**src/common/lti_pkg.sv**
```systemverilog
// Constants, field layout and types shared by the light threshold interrupt logic.
`default_nettype none

package lti_pkg;

   // =====================================================================
   // Register map
   // =====================================================================
   localparam int          ADDR_W        = 8;
   localparam int          DATA_W        = 16;
   localparam logic [7:0]  RESULT_ADDR   = 8'h00;
   localparam logic [7:0]  CFG_ADDR      = 8'h01;
   localparam logic [7:0]  LOW_ADDR      = 8'h02;
   localparam logic [7:0]  HIGH_ADDR     = 8'h03;

   // =====================================================================
   // Configuration field positions
   // =====================================================================
   localparam int          CFG_MODE_LSB  = 9;
   localparam int          CFG_PIN_BIT   = 8;
   localparam int          CFG_READY_BIT = 7;
   localparam int          CFG_FH_BIT    = 6;
   localparam int          CFG_FL_BIT    = 5;
   localparam int          CFG_LATCH_BIT = 4;
   localparam int          CFG_POL_BIT   = 3;
   localparam int          CFG_FC_LSB    = 0;
   localparam int          LOW_TOP_LSB   = 14;

   // =====================================================================
   // Codes and reset values
   // =====================================================================
   localparam logic [1:0]  MODE_SHUTDOWN = 2'h0;
   localparam logic [1:0]  EOC_CODE      = 2'h3;
   localparam logic [1:0]  RST_MODE      = 2'h0;
   localparam logic        RST_LATCH     = 1'h1;
   localparam logic        RST_POL       = 1'h0;
   localparam logic [1:0]  RST_FC        = 2'h0;
   localparam logic [15:0] RST_LOW       = 16'h0000;
   localparam logic [15:0] RST_HIGH      = 16'hffff;
   localparam logic [15:0] RST_RESULT    = 16'h0000;
   localparam logic [3:0]  CNT_MAX       = 4'h8;

   typedef struct packed {
      logic [1:0] mode;
      logic       latch;
      logic       polarity;
      logic [1:0] fault_count;
   } lti_cfg_t;

   localparam lti_cfg_t    RST_CFG = '{mode: RST_MODE, latch: RST_LATCH,
                                       polarity: RST_POL, fault_count: RST_FC};

   // Fault count field 0..3 selects 1, 2, 4 or 8 consecutive faults.
   function automatic logic [3:0] faults_needed(input logic [1:0] code);
      faults_needed = 4'h1 << code;
   endfunction : faults_needed

endpackage : lti_pkg

`default_nettype wire

```
**src/logic/lti_fault_counter.sv**
```systemverilog
// Consecutive same-direction fault counter for the threshold comparison.
`default_nettype none
`timescale 1ns/100ps

module lti_fault_counter
   import lti_pkg::*;
(
   input  wire logic        clk_i,
   input  wire logic        rst_i,
   input  wire logic        done_i,
   input  wire logic [15:0] result_i,
   input  wire logic [15:0] high_i,
   input  wire logic [15:0] low_i,
   input  wire logic [1:0]  fault_code_i,
   output logic             trip_high_o,
   output logic             trip_low_o
);

   logic [3:0] count;
   logic       dir_high;
   logic [3:0] next_count;
   logic       next_dir_high;
   logic       above;
   logic       below;
   logic [3:0] needed;

   assign above  = result_i > high_i;
   assign below  = result_i < low_i;
   assign needed = faults_needed(fault_code_i);

   // =====================================================================
   // Counting
   // =====================================================================
   always_comb begin
      next_count    = count;
      next_dir_high = dir_high;
      if (done_i) begin
         if (above) begin
            next_dir_high = 1'b1;
            next_count    = (dir_high && count != 4'h0) ? count + 4'h1 : 4'h1;
         end else if (below) begin
            next_dir_high = 1'b0;
            next_count    = (!dir_high && count != 4'h0) ? count + 4'h1 : 4'h1;
         end else begin
            next_count = 4'h0;
         end
         if (next_count > CNT_MAX) begin
            next_count = CNT_MAX;
         end
      end
   end

   // Trips fire on each completion that meets the configured run length.
   assign trip_high_o = done_i && above && (next_count >= needed);
   assign trip_low_o  = done_i && !above && below && (next_count >= needed);

   always_ff @(posedge clk_i) begin
      if (rst_i) begin
         count    <= 4'h0;
         dir_high <= 1'b0;
      end else begin
         count    <= next_count;
         dir_high <= next_dir_high;
      end
   end
endmodule : lti_fault_counter

`default_nettype wire

```
**src/logic/lti_top.sv**
```systemverilog
// Interrupt reporting logic: flags, conversion ready and open-drain interrupt pin.
`default_nettype none
`timescale 1ns/100ps

module lti_top
   import lti_pkg::*;
(
   input  wire logic        CORE_CLK_I,
   input  wire logic        RST_I,
   input  wire logic [7:0]  REG_ADDR_I,
   input  wire logic [15:0] REG_WDATA_I,
   input  wire logic        REG_WR_I,
   input  wire logic        REG_RD_I,
   output logic      [15:0] REG_RDATA_O,
   input  wire logic        CONV_DONE_I,
   input  wire logic [15:0] CONV_RESULT_I,
   input  wire logic        ALERT_RESP_I,
   input  wire logic        INT_I,
   output logic             INT_O,
   output logic             INT_OE_O
);

   // =====================================================================
   // State
   // =====================================================================
   lti_cfg_t    cfg;
   logic [15:0] low_limit;
   logic [15:0] high_limit;
   logic [15:0] result;
   logic        flag_high;
   logic        flag_low;
   logic        conv_ready;
   logic        int_active;
   logic        int_oe;
   logic        int_meta;
   logic        int_sync;
   logic [15:0] rdata;

   lti_cfg_t    next_cfg;
   logic [15:0] next_low_limit;
   logic [15:0] next_high_limit;
   logic [15:0] next_result;
   logic        next_flag_high;
   logic        next_flag_low;
   logic        next_conv_ready;
   logic        next_int_active;
   logic        next_int_oe;
   logic        next_int_meta;
   logic        next_int_sync;
   logic [15:0] next_rdata;

   logic        cfg_rd;
   logic        cfg_wr;
   logic        low_wr;
   logic        high_wr;
   logic        run_wr;
   logic        eoc;
   logic        trip_high;
   logic        trip_low;
   logic [1:0]  low_limit_top_bits;
   logic [15:0] cfg_word;

   assign cfg_rd  = REG_RD_I && (REG_ADDR_I == CFG_ADDR);
   assign cfg_wr  = REG_WR_I && (REG_ADDR_I == CFG_ADDR);
   assign low_wr  = REG_WR_I && (REG_ADDR_I == LOW_ADDR);
   assign high_wr = REG_WR_I && (REG_ADDR_I == HIGH_ADDR);
   assign run_wr  = cfg_wr && (REG_WDATA_I[CFG_MODE_LSB +: 2] != MODE_SHUTDOWN);

   assign low_limit_top_bits = low_limit[LOW_TOP_LSB +: 2];
   assign eoc                = (low_limit_top_bits == EOC_CODE);

   // =====================================================================
   // Threshold comparison
   // =====================================================================
   lti_fault_counter u_fault_counter (
      .clk_i        (CORE_CLK_I),
      .rst_i        (RST_I),
      .done_i       (CONV_DONE_I),
      .result_i     (CONV_RESULT_I),
      .high_i       (high_limit),
      .low_i        (low_limit),
      .fault_code_i (cfg.fault_count),
      .trip_high_o  (trip_high),
      .trip_low_o   (trip_low)
   );

   // =====================================================================
   // Register read data
   // =====================================================================
   always_comb begin
      cfg_word                          = 16'h0000;
      cfg_word[CFG_MODE_LSB +: 2]       = cfg.mode;
      cfg_word[CFG_PIN_BIT]             = int_sync;
      cfg_word[CFG_READY_BIT]           = conv_ready;
      cfg_word[CFG_FH_BIT]              = flag_high;
      cfg_word[CFG_FL_BIT]              = flag_low;
      cfg_word[CFG_LATCH_BIT]           = cfg.latch;
      cfg_word[CFG_POL_BIT]             = cfg.polarity;
      cfg_word[CFG_FC_LSB +: 2]         = cfg.fault_count;
   end

   always_comb begin
      next_rdata = 16'h0000;
      if (REG_RD_I) begin
         if (REG_ADDR_I == RESULT_ADDR) begin
            next_rdata = result;
         end else if (REG_ADDR_I == CFG_ADDR) begin
            next_rdata = cfg_word;
         end else if (REG_ADDR_I == LOW_ADDR) begin
            next_rdata = low_limit;
         end else if (REG_ADDR_I == HIGH_ADDR) begin
            next_rdata = high_limit;
         end else begin
            next_rdata = 16'h0000;
         end
      end
   end

   // =====================================================================
   // Reporting state: clears first, hardware sets last so they win
   // =====================================================================
   always_comb begin
      next_cfg        = cfg;
      next_low_limit  = low_limit;
      next_high_limit = high_limit;
      next_result     = result;
      next_flag_high  = flag_high;
      next_flag_low   = flag_low;
      next_conv_ready = conv_ready;
      next_int_active = int_active;
      next_int_meta   = INT_I;
      next_int_sync   = int_meta;

      if (cfg_wr) begin
         next_cfg.mode        = REG_WDATA_I[CFG_MODE_LSB +: 2];
         next_cfg.latch       = REG_WDATA_I[CFG_LATCH_BIT];
         next_cfg.polarity    = REG_WDATA_I[CFG_POL_BIT];
         next_cfg.fault_count = REG_WDATA_I[CFG_FC_LSB +: 2];
      end
      if (low_wr) begin
         next_low_limit = REG_WDATA_I;
      end
      if (high_wr) begin
         next_high_limit = REG_WDATA_I;
      end

      if (cfg_rd) begin
         next_conv_ready = 1'b0;
         if (cfg.latch) begin
            next_flag_high  = 1'b0;
            next_flag_low   = 1'b0;
            next_int_active = 1'b0;
         end else if (eoc) begin
            next_int_active = 1'b0;
         end
      end
      if (run_wr) begin
         next_conv_ready = 1'b0;
         if (eoc) begin
            next_int_active = 1'b0;
         end
      end
      // Dropping the latch field releases an interrupt left from latched operation.
      if (cfg_wr && cfg.latch && !REG_WDATA_I[CFG_LATCH_BIT]) begin
         next_int_active = 1'b0;
      end
      if (ALERT_RESP_I && cfg.latch) begin
         next_int_active = 1'b0;
      end

      if (CONV_DONE_I) begin
         next_result     = CONV_RESULT_I;
         next_conv_ready = 1'b1;
         if (eoc) begin
            next_int_active = 1'b1;
         end
      end
      if (trip_high) begin
         next_flag_high  = 1'b1;
         next_int_active = 1'b1;
         if (!cfg.latch) begin
            next_flag_low = 1'b0;
         end
      end
      if (trip_low) begin
         next_flag_low = 1'b1;
         if (cfg.latch) begin
            next_int_active = 1'b1;
         end else begin
            next_flag_high  = 1'b0;
            next_int_active = eoc;
         end
      end

      next_int_oe = next_int_active ^ next_cfg.polarity;
   end

   always_ff @(posedge CORE_CLK_I) begin
      if (RST_I) begin
         cfg        <= RST_CFG;
         low_limit  <= RST_LOW;
         high_limit <= RST_HIGH;
         result     <= RST_RESULT;
         flag_high  <= 1'b0;
         flag_low   <= 1'b0;
         conv_ready <= 1'b0;
         int_active <= 1'b0;
         int_oe     <= RST_POL;
         int_meta   <= 1'b0;
         int_sync   <= 1'b0;
         rdata      <= 16'h0000;
      end else begin
         cfg        <= next_cfg;
         low_limit  <= next_low_limit;
         high_limit <= next_high_limit;
         result     <= next_result;
         flag_high  <= next_flag_high;
         flag_low   <= next_flag_low;
         conv_ready <= next_conv_ready;
         int_active <= next_int_active;
         int_oe     <= next_int_oe;
         int_meta   <= next_int_meta;
         int_sync   <= next_int_sync;
         rdata      <= next_rdata;
      end
   end

   assign REG_RDATA_O = rdata;
   assign INT_O       = 1'b0;
   assign INT_OE_O    = int_oe;
endmodule : lti_top

`default_nettype wire

```
**config.mk**
```make
export PLATFORM = sky130hd
export DESIGN_NAME = lti_top
export DESIGN_NICKNAME = d
export VERILOG_FILES = /design/src/common/lti_pkg.sv /design/src/logic/lti_fault_counter.sv /design/src/logic/lti_top.sv
export SDC_FILE = /design/constraint.sdc
export NUM_CORES = 1
export LEC_CHECK = 0
export BUFFER_PORTS_ARGS = -buffer_cell sky130_fd_sc_hd__buf_2
export CAP_MARGIN = 15
export CORE_ASPECT_RATIO = 2
export CORE_UTILIZATION = 40
export CTS_BUF_LIST = sky130_fd_sc_hd__clkbuf_4 sky130_fd_sc_hd__clkbuf_8 sky130_fd_sc_hd__clkbuf_16
export CTS_CLUSTER_SIZE = 20
export DETAILED_ROUTE_END_ITERATION = 10
export GPL_TIMING_DRIVEN = 1
export PLACE_DENSITY = 0.68
export SETUP_SLACK_MARGIN = 0.2
export SLEW_MARGIN = 10
export SYNTH_ARGS = -nofsm -noshare
export SYNTH_HDL_FRONTEND = slang
export SYNTH_SLANG_ARGS = --single-unit
```
**constraint.sdc**
```tcl
create_clock -name CORE_CLK_I -period 5.4 [get_ports CORE_CLK_I]
set_clock_uncertainty 0.15 [all_clocks]
set_input_delay 1.08 -clock CORE_CLK_I [delete_from_list [all_inputs] [get_ports CORE_CLK_I]]
set_output_delay 1.08 -clock CORE_CLK_I [all_outputs]
set_load 0.05 [all_outputs]
```
==> results of run 1 <==
==> cell usage in the layout, fill, tap and decap left out, drive strengths merged, types with 5 or more instances in the layout <==
master,n
a21oi,31
buf,67
nand3b,16
dfxtp,82
clkbuf,9
nor2,58
nor2b,13
nand3,8
ha,37
nand2b,5
mux2i,39
nand2,69
nand4,5
o21ai,15
mux4,10
inv,47
==> power breakdown <==
group / switching, mW / total (mW) / leakage [nW] / internal (mW)
logic: 0.0753 / 0.136 / 1.69 / 0.0612
registers: 0.00659 / 0.622 / 0.666 / 0.616
clock network: 0.261 / 0.718 / 0.164 / 0.456
total: 0.343 / 1.48 / 2.52 / 1.13
==> kinds of logic (layout without fill, tap and decap cells) <==
group / Yosys count / in the layout / share of synthesized area, %
simple gates: 194 / 194 / 21.42
flops: 82 / 82 / 36.73
buf+inv: 68 / 128 / 6.663
compound gates: 67 / 67 / 10.64
mux: 50 / 50 / 14.11
fa+ha+maj: 37 / 37 / 10.36
other cells: 1 / 1 / 0.08391
==> flip-flops by register name (all words and copies together) (netlist names) <==
name                      flops
result                       16
int_meta                      1
REG_RDATA_O                  16
int_sync                      1
cfg                           6
high_limit                   16
low_limit                    16
u_fault_counter.count         4
conv_ready                    1
u_fault_counter.dir_high      1
flag_low                      1
INT_OE_O                      1
flag_high                     1
int_active                    1
==> per-layer routing <==
layer / part of all wire (%) / vias up / GRT usage, %
met4: 5.8 / 0 / 16.06
met1: 37 / 1754 / 20.13
met2: 53 / 94 / 38.48
met5: 0 / - / 0
met3: 4.0 / 43 / 3.772
li1: - / 1817 / -
==> final cells by class <==
cell class / instances / area share (%)
Timing Repair Buffer: 67 / 6.627
Tap cell: 140 / 3.361
Sequential cell: 82 / 31.50
Multi-Input combinational cell: 349 / 48.55
Clock inverter: 7 / 2.401
Clock buffer: 9 / 4.322
Inverter: 45 / 3.241
==> final timing paths <==
check / to / depth (start not counted) / from
worst max-delay path: INT_OE_O / 16 / CONV_RESULT_I[14]
worst min-delay path: int_sync / 1 / int_meta
worst max register to register: INT_OE_O / 16 / high_limit[14]
worst min register to register: int_sync / 1 / int_meta
==> worst max-delay path, delay by kind of cell <==
kind / cells / cell delay [ps]
fa+ha+maj: 2 / 600
compound gates: 5 / 1270
buf+inv: 1 / 120
simple gates: 6 / 1440
mux: 2 / 450
==> impl_metrics.tcl, run 1 <==
set metrics [dict create \
    finalHoldWorstSlack_ps 292.9 \
    synth_seq_area_share_pct 36.73 \
    synth_async_sr_flop_share_pct 0 \
    crit_chain "buf_2 -> ha_1 -> nand4_1 -> or4_4 -> o221ai_2 -> nand2_1 -> a221o_1 -> and3_1 -> ha_1 -> nand2b_1 -> a21o_1 -> a211o_2 -> and4b_1 -> mux2i_1 -> o21ai_2 -> mux2_4" \
    grt_pass1_vias 3770 \
    ys_ff_latch 82 \
    synth_largest_area_cell "dfxtp_1" \
    clock_latency_ps 350 \
    wl_per_cell_um 16.57 \
    synth_area_leaders "dfxtp_1 (37%), ha_1 (10%), mux2i_1 (8.7%)" \
    power_mw 1.476 \
    drc_errors 0 \
    track_usage_pct 20.78 \
    dieArea_um2 11630 \
    grt_overflow_total 0 \
    ant_nets 0 \
    synth_area_um2 4469 \
    grt_pass1_wl_um 18280 \
    path_max_fanout 4 \
    insertedDiodeCount 0 \
    area_growth_syn_to_layout_pct 16.60 \
    drt-pass1-iter-count 4 \
    drtIter0Drc 182 \
    clock-sinks 82 \
    drive_above_1_share_pct 20.39 \
    place_congestion 0.9414 \
    hold_path_class "reg -> reg" \
    arrival_ps 4960 \
    synthTopCellsByCount "dfxtp_1 (82), nand2_1 (69), nor2_1 (58)" \
    netlist_instances 499 \
    fin_crit_sh_pct 90.40 \
    powerDensity_nw_per_um2 283.3 \
    vias 3708 \
    setup_viol 0 \
    syn_area_per_cell_um2 8.956 \
    cp-end-kind "flip-flop" \
    cts.path.max_buffers 2 \
    avgViaCountPerCell 5.305 \
    dp_hpwl_um 8511 \
    cts_max_level 3 \
    rows 54 \
    cts_root_buffer "clkbuf_16" \
    tightest_slew_ps 888.1 \
    coreArea_um2 10880 \
    cts_resized 0 \
    yosys.area.top_type_share_pct 36.73 \
    yosysUniqueCellTypes 56 \
    syn_nets 583 \
    final-hold-violation-count 0 \
    post_cts_buffers 0 \
    place_inst 683 \
    critPathLaunchType "input port" \
    crit_required_ps 5480 \
    setup_ws_ps 518.2 \
    synthFlopType "dfxtp_1" \
    reg2reg_slack_ps 980 \
    slew_headroom_pct 40.63 \
    yosysWarnings 0 \
    grt_start_max_net_pins 41 \
    cpMostUsedCell "ha_1" \
    routed_wl_um 11580 \
    nets 638 \
    port-buffer-count 63 \
    synth-edff-count 0 \
    antenna_found_initial 0 \
    die_h_um 151.5 \
    slowest_delay_ps 510 \
    yosysMostFrequentCell "dfxtp_1" \
    ios 65 \
    place_area_um2 4861 \
    postLayoutCellArea_um2 5211 \
    period_minus_slack_ps 4882 \
    fin_util_pct 47.91 \
    clk_pin_slew_worst_paths_ps 70 \
    rsz0062_at_grt "false" \
    cts_hold_buf 0 \
    layoutNonFillerInstCount 699 \
    cellLeakagePower_nw 2.517 \
    fillers 1028 \
    register_area_um2 1642 \
    slew_violations 0 \
    start_util_pct 41.09 \
    max_freq_ghz 0.2048 \
    tritoncts "built" \
    status "complete, no violations" \
    maxCapViolations 0 \
    cts_buffers 9 \
    critPathKind "in -> reg" \
    cpMaxStageDelayCell "or4_4" \
    pre_cts_slack_ps 167.5 \
    setup_tns_ps 0 \
    vdd_drop_max_mv 0.2347 \
    dieWidth_um 76.75 \
    multi_input_area_um2 2530 \
]
Power figures use the tool's default switching activity.
==> run 2, diff against run 1 <==
==> constraint.sdc (replaced) <==
create_clock -name CORE_CLK_I -period 5.4 [get_ports CORE_CLK_I]
set_clock_uncertainty 0.15 [all_clocks]
set_input_delay 0.27 -clock CORE_CLK_I [delete_from_list [all_inputs] [get_ports CORE_CLK_I]]
set_output_delay 0.27 -clock CORE_CLK_I [all_outputs]
set_load 0.05 [all_outputs]
==> run 2 against run 1 <==
  * Total power is 0.11% lower
  * Utilization grew 0.29 points
  * Critical endpoint unchanged
  * Count of clock-buffer cells in the layout stayed put
  * Worst hold slack got worse by 280 ps
  * Fmax up 11%
  * Final cell count increased by 0.43%
  * Combinational power hardly changed
==> impl_metrics.tcl, run 2 (synthesis gave the netlist of run 1 again) <==
set metrics [dict create \
    status "complete, no violations" \
    grt_overflow_total 0 \
    coreArea_um2 10880 \
    avgViaCountPerCell 5.264 \
    start_util_pct 41.09 \
    cts_root_buffer "clkbuf_16" \
    port-buffer-count 63 \
    dp_hpwl_um 8348 \
    dieWidth_um 76.75 \
    drtIter0Drc 171 \
    ios 65 \
    fin_crit_sh_pct 81.75 \
    nets 641 \
    critPathLaunchType "flip-flop" \
    vdd_drop_max_mv 0.1577 \
    grt_pass1_vias 3724 \
    routed_wl_um 11430 \
    period_minus_slack_ps 4415 \
    setup_tns_ps 0 \
    cts_hold_buf 3 \
    cpMostUsedCell "ha_1" \
    setup_viol 0 \
    path_max_fanout 4 \
    die_h_um 151.5 \
    final-hold-violation-count 0 \
    max_freq_ghz 0.2265 \
    clock-sinks 82 \
    postLayoutCellArea_um2 5243 \
    cp-end-kind "flip-flop" \
    slowest_delay_ps 550 \
    dieArea_um2 11630 \
    cp_num_buf_inv 1 \
    rsz0062_at_grt "false" \
    register_area_um2 1642 \
    final_cell_mix "dfxtp_1 (82), nand2_1 (69), buf_2 (63)" \
    cpMaxStageDelayCell "or4_4" \
    cts_buffers 9 \
    sw_frac_of_total_pct 23.04 \
    critPathTopFamily "simple AND/OR/NAND/NOR gates" \
    antenna_found_initial 0 \
    critPathKind "reg -> reg" \
    place_area_um2 4853 \
    tritoncts "built" \
    arrival_ps 4500 \
    cellLeakagePower_nw 2.537 \
    insertedDiodeCount 0 \
    grt_start_max_net_pins 68 \
    slew_violations 0 \
    internal-power_mw 1.135 \
    fin_util_pct 48.19 \
    drive_above_1_share_pct 20.11 \
    drt-pass1-iter-count 6 \
    power.share.clock_pct 48.5 \
    hold_path_class "in -> reg" \
    final_common_cell "dfxtp_1" \
    track_usage_pct 21.16 \
    crit_chain "inv_1 -> ha_1 -> nand4_1 -> or4_4 -> o221ai_2 -> nand2_1 -> a221o_1 -> and3_1 -> ha_1 -> nand2b_1 -> a21o_1 -> a211o_2 -> and4b_1 -> mux2i_1 -> o21ai_2 -> mux2_4" \
    fillers 1035 \
    multi_input_area_um2 2530 \
    grt_pass1_wl_um 18460 \
    slew_headroom_pct 40.59 \
    maxCapViolations 0 \
    cts_max_level 3 \
    combPwrFrac_pct 9.3 \
    ant_nets 0 \
    clk_pin_slew_worst_paths_ps 60 \
    tightest_slew_ps 888.7 \
    post_cts_buffers 0 \
    vias 3695 \
    pwr-share-seq_pct 42.2 \
    place_congestion 0.8729 \
    cts_resized 0 \
    drc_errors 0 \
    rows 54 \
    cts.path.max_buffers 2 \
    clock_latency_ps 350 \
    crit_required_ps 5480 \
    power.switching_mw 0.3398 \
    wl_per_cell_um 16.28 \
    area_growth_syn_to_layout_pct 17.30 \
    powerDensity_nw_per_um2 281.3 \
]
-- run 2: cell count changes in the layout (fill, tap and decap cells not counted), sizes merged --
cell | before | now
dlygate4sd3 | 0 | 4
clkinvlp | 2 | 0
clkinv | 0 | 2
buf | 67 | 66
-- run 2: metrics by stage --
| stage | std cells | hold slack, ps | total power, mW | setup slack [ps] |
|---|---|---|---|---|
| final | 702 | 15.79 | 1.475 | 985.4 |
| after global routing | 702 | 23.28 | 1.531 | 727.2 |
| after CTS | 701 | 0.2974 | 1.488 | 992.6 |
| after detailed placement | 682 | 286.4 | 0.7704 | 951.7 |
| after global placement | 682 | 276.1 | 0.7673 | 1004 |
| after floorplan | 499 | 240.4 | 0.7246 | 1450 |
-- run 2: final cells by class --
class | count | area share, %
repair buffers | 70 | 7.208
well taps | 140 | 3.341
clock buffers | 9 | 4.296
multi-input cells | 349 | 48.26
flip-flops and latches | 82 | 31.31
inverters | 45 | 3.222
clock inverters | 7 | 2.363
-- run 2: final timing paths --
path | startpoint | to | slack [ps] | cells past startpoint
hold / removal | REG_WDATA_I[2] | high_limit[2] | 20 | 3
setup reg to reg | high_limit[13] | INT_OE_O | 990 | 16
hold reg to reg | int_meta | int_sync | 290 | 1
setup / recovery | high_limit[13] | INT_OE_O | 990 | 16
-- run 2: power groups by stage --
stage / logic [mW] / clock network (mW) / registers [mW]
after global routing: 0.151 / 0.757 / 0.623
after floorplan: 0.0899 / 0 / 0.635
final: 0.138 / 0.715 / 0.622
after CTS: 0.138 / 0.728 / 0.622
after global placement: 0.132 / 0 / 0.635
after detailed placement: 0.135 / 0 / 0.636
-- run 2: tightest hold or removal path, stage by stage --
cell,delay (ps)
buf_2,90
nand2_1,50
nand3b_1,70
-- run 2: routing by layer --
metal	vias to the layer above	part of all wire [%]	global-route usage, %
met5	-	0	0
met4	0	4.5	13.08
met3	36	4.0	4.431
met2	105	54	39.96
met1	1729	37	20.76
li1	1825	-	-
==> run 3, diff against run 2 <==
--- a/config.mk
+++ b/config.mk
@@ -5,6 +5,7 @@
 export SDC_FILE = /design/constraint.sdc
 export NUM_CORES = 1
 export LEC_CHECK = 0
+export ABC_AREA = 1
 export BUFFER_PORTS_ARGS = -buffer_cell sky130_fd_sc_hd__buf_2
 export CAP_MARGIN = 15
 export CORE_ASPECT_RATIO = 2
@@ -13,7 +14,7 @@
 export CTS_CLUSTER_SIZE = 20
 export DETAILED_ROUTE_END_ITERATION = 10
 export GPL_TIMING_DRIVEN = 1
-export PLACE_DENSITY = 0.68
+export PLACE_DENSITY = 0.71
 export SETUP_SLACK_MARGIN = 0.2
 export SLEW_MARGIN = 10
 export SYNTH_ARGS = -nofsm -noshare
==> constraint.sdc (replaced) <==
create_clock -name CORE_CLK_I -period 3.8 [get_ports CORE_CLK_I]
set_clock_uncertainty 0.15 [all_clocks]
set_input_delay 0.19 -clock CORE_CLK_I [delete_from_list [all_inputs] [get_ports CORE_CLK_I]]
set_output_delay 0.19 -clock CORE_CLK_I [all_outputs]
set_load 0.05 [all_outputs]
==> run 3 against run 2 <==
  * The flow now finishes with violations (negative hold slack)
  * Largest cell class unchanged
  * Clock power rose by 25%
  * Combinational power up 40%
  * Sequential power grew 42%
==> impl_metrics.tcl, run 3 <==
set metrics [dict create \
    routed.top_layer "met4" \
    status "complete, but fails checks" \
    fin_util_pct 50.52 \
    port-buffer-count 63 \
    syn_area_per_cell_um2 7.460 \
    vdd_drop_max_mv 0.2360 \
    wl_per_cell_um 16.01 \
    synth-edff-count 0 \
    die_h_um 149.3 \
    finalHoldWorstSlack_ps -6.959 \
    cts_root_buffer "clkbuf_16" \
    clock-sinks 82 \
    cp-end-kind "flip-flop" \
    yosysMostFrequentCell "nand2_1" \
    violations "negative hold slack" \
    cts_max_level 3 \
    start_util_pct 41.18 \
    cts.path.max_buffers 2 \
    area_growth_syn_to_layout_pct 22.68 \
    clk_pin_slew_worst_paths_ps 60 \
    slew_violations 0 \
    max_freq_ghz 0.2928 \
    vias 4339 \
    hold_path_class "in -> reg" \
    slew_headroom_pct 37.65 \
    tightest_slew_ps 932.5 \
    crit_required_ps 3890 \
    wl_met2_um 6486 \
    coreArea_um2 10540 \
    dp_hpwl_um 9634 \
    cellLeakagePower_nw 2.504 \
    wl_met1_um 4835 \
    rows 53 \
    synth_largest_area_cell "dfxtp_1" \
    tritoncts "built" \
    crit_path_start "CONV_RESULT_I[11]" \
    place_congestion 0.9124 \
    rsz0062_at_grt "true" \
    arrival_ps 3500 \
    endpoint "INT_OE_O" \
    r2r_start "low_limit[5]" \
    setup_tns_ps 0 \
    synth_area_leaders "dfxtp_1 (38%), ha_1 (11%), nand2_1 (10%)" \
    synth_area_um2 4342 \
    cts_buffers 9 \
    clock_latency_ps 340 \
    yosysUniqueCellTypes 38 \
    powerDensity_nw_per_um2 370.5 \
    dr_wl_met3_um 581 \
    drive_above_1_share_pct 18.06 \
    grt_pass1_wl_um 20340 \
    drt-pass1-iter-count 4 \
    insertedDiodeCount 0 \
    dieWidth_um 75.67 \
    drtIter0Drc 345 \
    yosysWarnings 0 \
    avgViaCountPerCell 5.377 \
    ant_nets 0 \
    synth_seq_area_share_pct 37.81 \
    track_usage_pct 24.40 \
    maxCapViolations 0 \
    grt_pass1_vias 4440 \
    fillers 1021 \
    yosys.area.top_type_share_pct 37.81 \
    antenna_found_initial 0 \
    netlist_instances 582 \
    synthFlopType "dfxtp_1" \
    nets 749 \
    final-hold-violation-count 1 \
    min_from "REG_WDATA_I[7]" \
    reg2reg_slack_ps 490 \
    ios 65 \
    period_minus_slack_ps 3415 \
    final_cell_mix "nand2_1 (115), dfxtp_1 (82), inv_1 (74)" \
    path_max_fanout 3 \
    dieArea_um2 11300 \
    drc_errors 0 \
    reg2reg_to "INT_OE_O" \
    critPathLaunchType "input port" \
    final_common_cell "nand2_1" \
    grt_overflow_total 0 \
    ys_ff_latch 82 \
    syn_nets 666 \
    hold_path_depth 3 \
    grt_start_max_net_pins 47 \
    setup_viol 0 \
    reg2reg_depth 21 \
    routed_wl_um 12920 \
    critPathKind "in -> reg" \
    fin_crit_sh_pct 89.88 \
    synthTopCellsByCount "nand2_1 (117), dfxtp_1 (82), inv_1 (74)" \
    synth_async_sr_flop_share_pct 0 \
]
## run 3: cell count changes after synthesis, sizes merged, moves of 13 or more
cell / delta
a21oi: +19
inv: +35
mux2i: -39
nand2: +51
nand3b: -15
nor2b: -13
o211ai: +16
o21ai: +34
## run 3: repair_timing
| action | 4_1_cts | 5_1_grt |
|---|---|---|
| setup buffers | 0 | 4 |
| setup endpoints to repair | 0 | 4 |
| endpoints found under the hold margin | 29 | 0 |
| hold buffers | 21 | 0 |
| gates resized for setup | 0 | 9 |
## run 3: per-layer routing
metal  GRT usage [%]  up-vias
met1           24.71     2016
met2           41.52      164
met5               0        -
li1                -     2094
met3           3.919       65
met4           20.74        0
## run 3: stage by stage
stage                     std cells  instance area (µm²)  worst slack (ps)  power [mW]
final                           807                 5326             384.7       1.974
after global routing            807                 5326             116.6       2.035
after CTS                       803                 5259             363.8       1.968
after detailed placement        766                 4743             494.5       1.071
after global placement          766                 4743             556.3       1.065
after floorplan                 582                 4342             898.8      0.9994
## run 3: how the worst min path moves through the flow
stage / slack (ps) / endpoint
6_report: -7 / low_limit[7]
5_1_grt: 3 / high_limit[7]
4_1_cts: 0.6 / result[4]
3_5_place_dp: 250 / int_meta
3_3_place_gp: 250 / int_meta
2_1_floorplan: 110 / u_fault_counter.count[0]
## run 3: layout make-up
type / count / area [µm²] / share of cell area (%)
clock buffers: 12 / 254.0 / 4.769
clock inverters: 4 / 51.30 / 0.9631
inverters: 83 / 311.5 / 5.849
multi-input cells: 395 / 2296 / 43.11
flip-flops and latches: 82 / 1642 / 30.82
well taps: 137 / 171.4 / 3.218
repair buffers: 94 / 600.6 / 11.28
## run 3: worst max-delay path: stages
cell	delay [ps]
dlygate4sd3_1	540
buf_2	150
ha_1	310
nand2_1	120
o21bai_1	120
a21oi_1	110
nor2_2	180
nand2_1	120
nor3_1	150
nand2_1	70
nand2_1	90
nand2_1	90
nand3_1	100
inv_1	50
ha_1	290
a21oi_1	60
o211ai_1	200
a21boi_2	220
nand3_1	130
a21oi_1	160
nor2_1	60
## run 3: kinds of logic (layout without fill, tap and decap cells)
kind of cell    count (synthesis)  after routing  share of synthesized area [%]
compound gates                141            141                          19.05
xor+xnor                        2              2                         0.4035
fa+ha+maj                      37             37                          10.66
buf+inv                       105            193                          10.23
flops                          82             82                          37.81
other cells                     1              1                        0.08637
simple gates                  214            214                          21.76
## run 3: report_power, final
| group | internal [mW] | switching (mW) | total, mW |
|---|---|---|---|
| registers | 0.877 | 0.00884 | 0.886 |
| clock network | 0.542 | 0.353 | 0.894 |
| logic | 0.0785 | 0.115 | 0.193 |
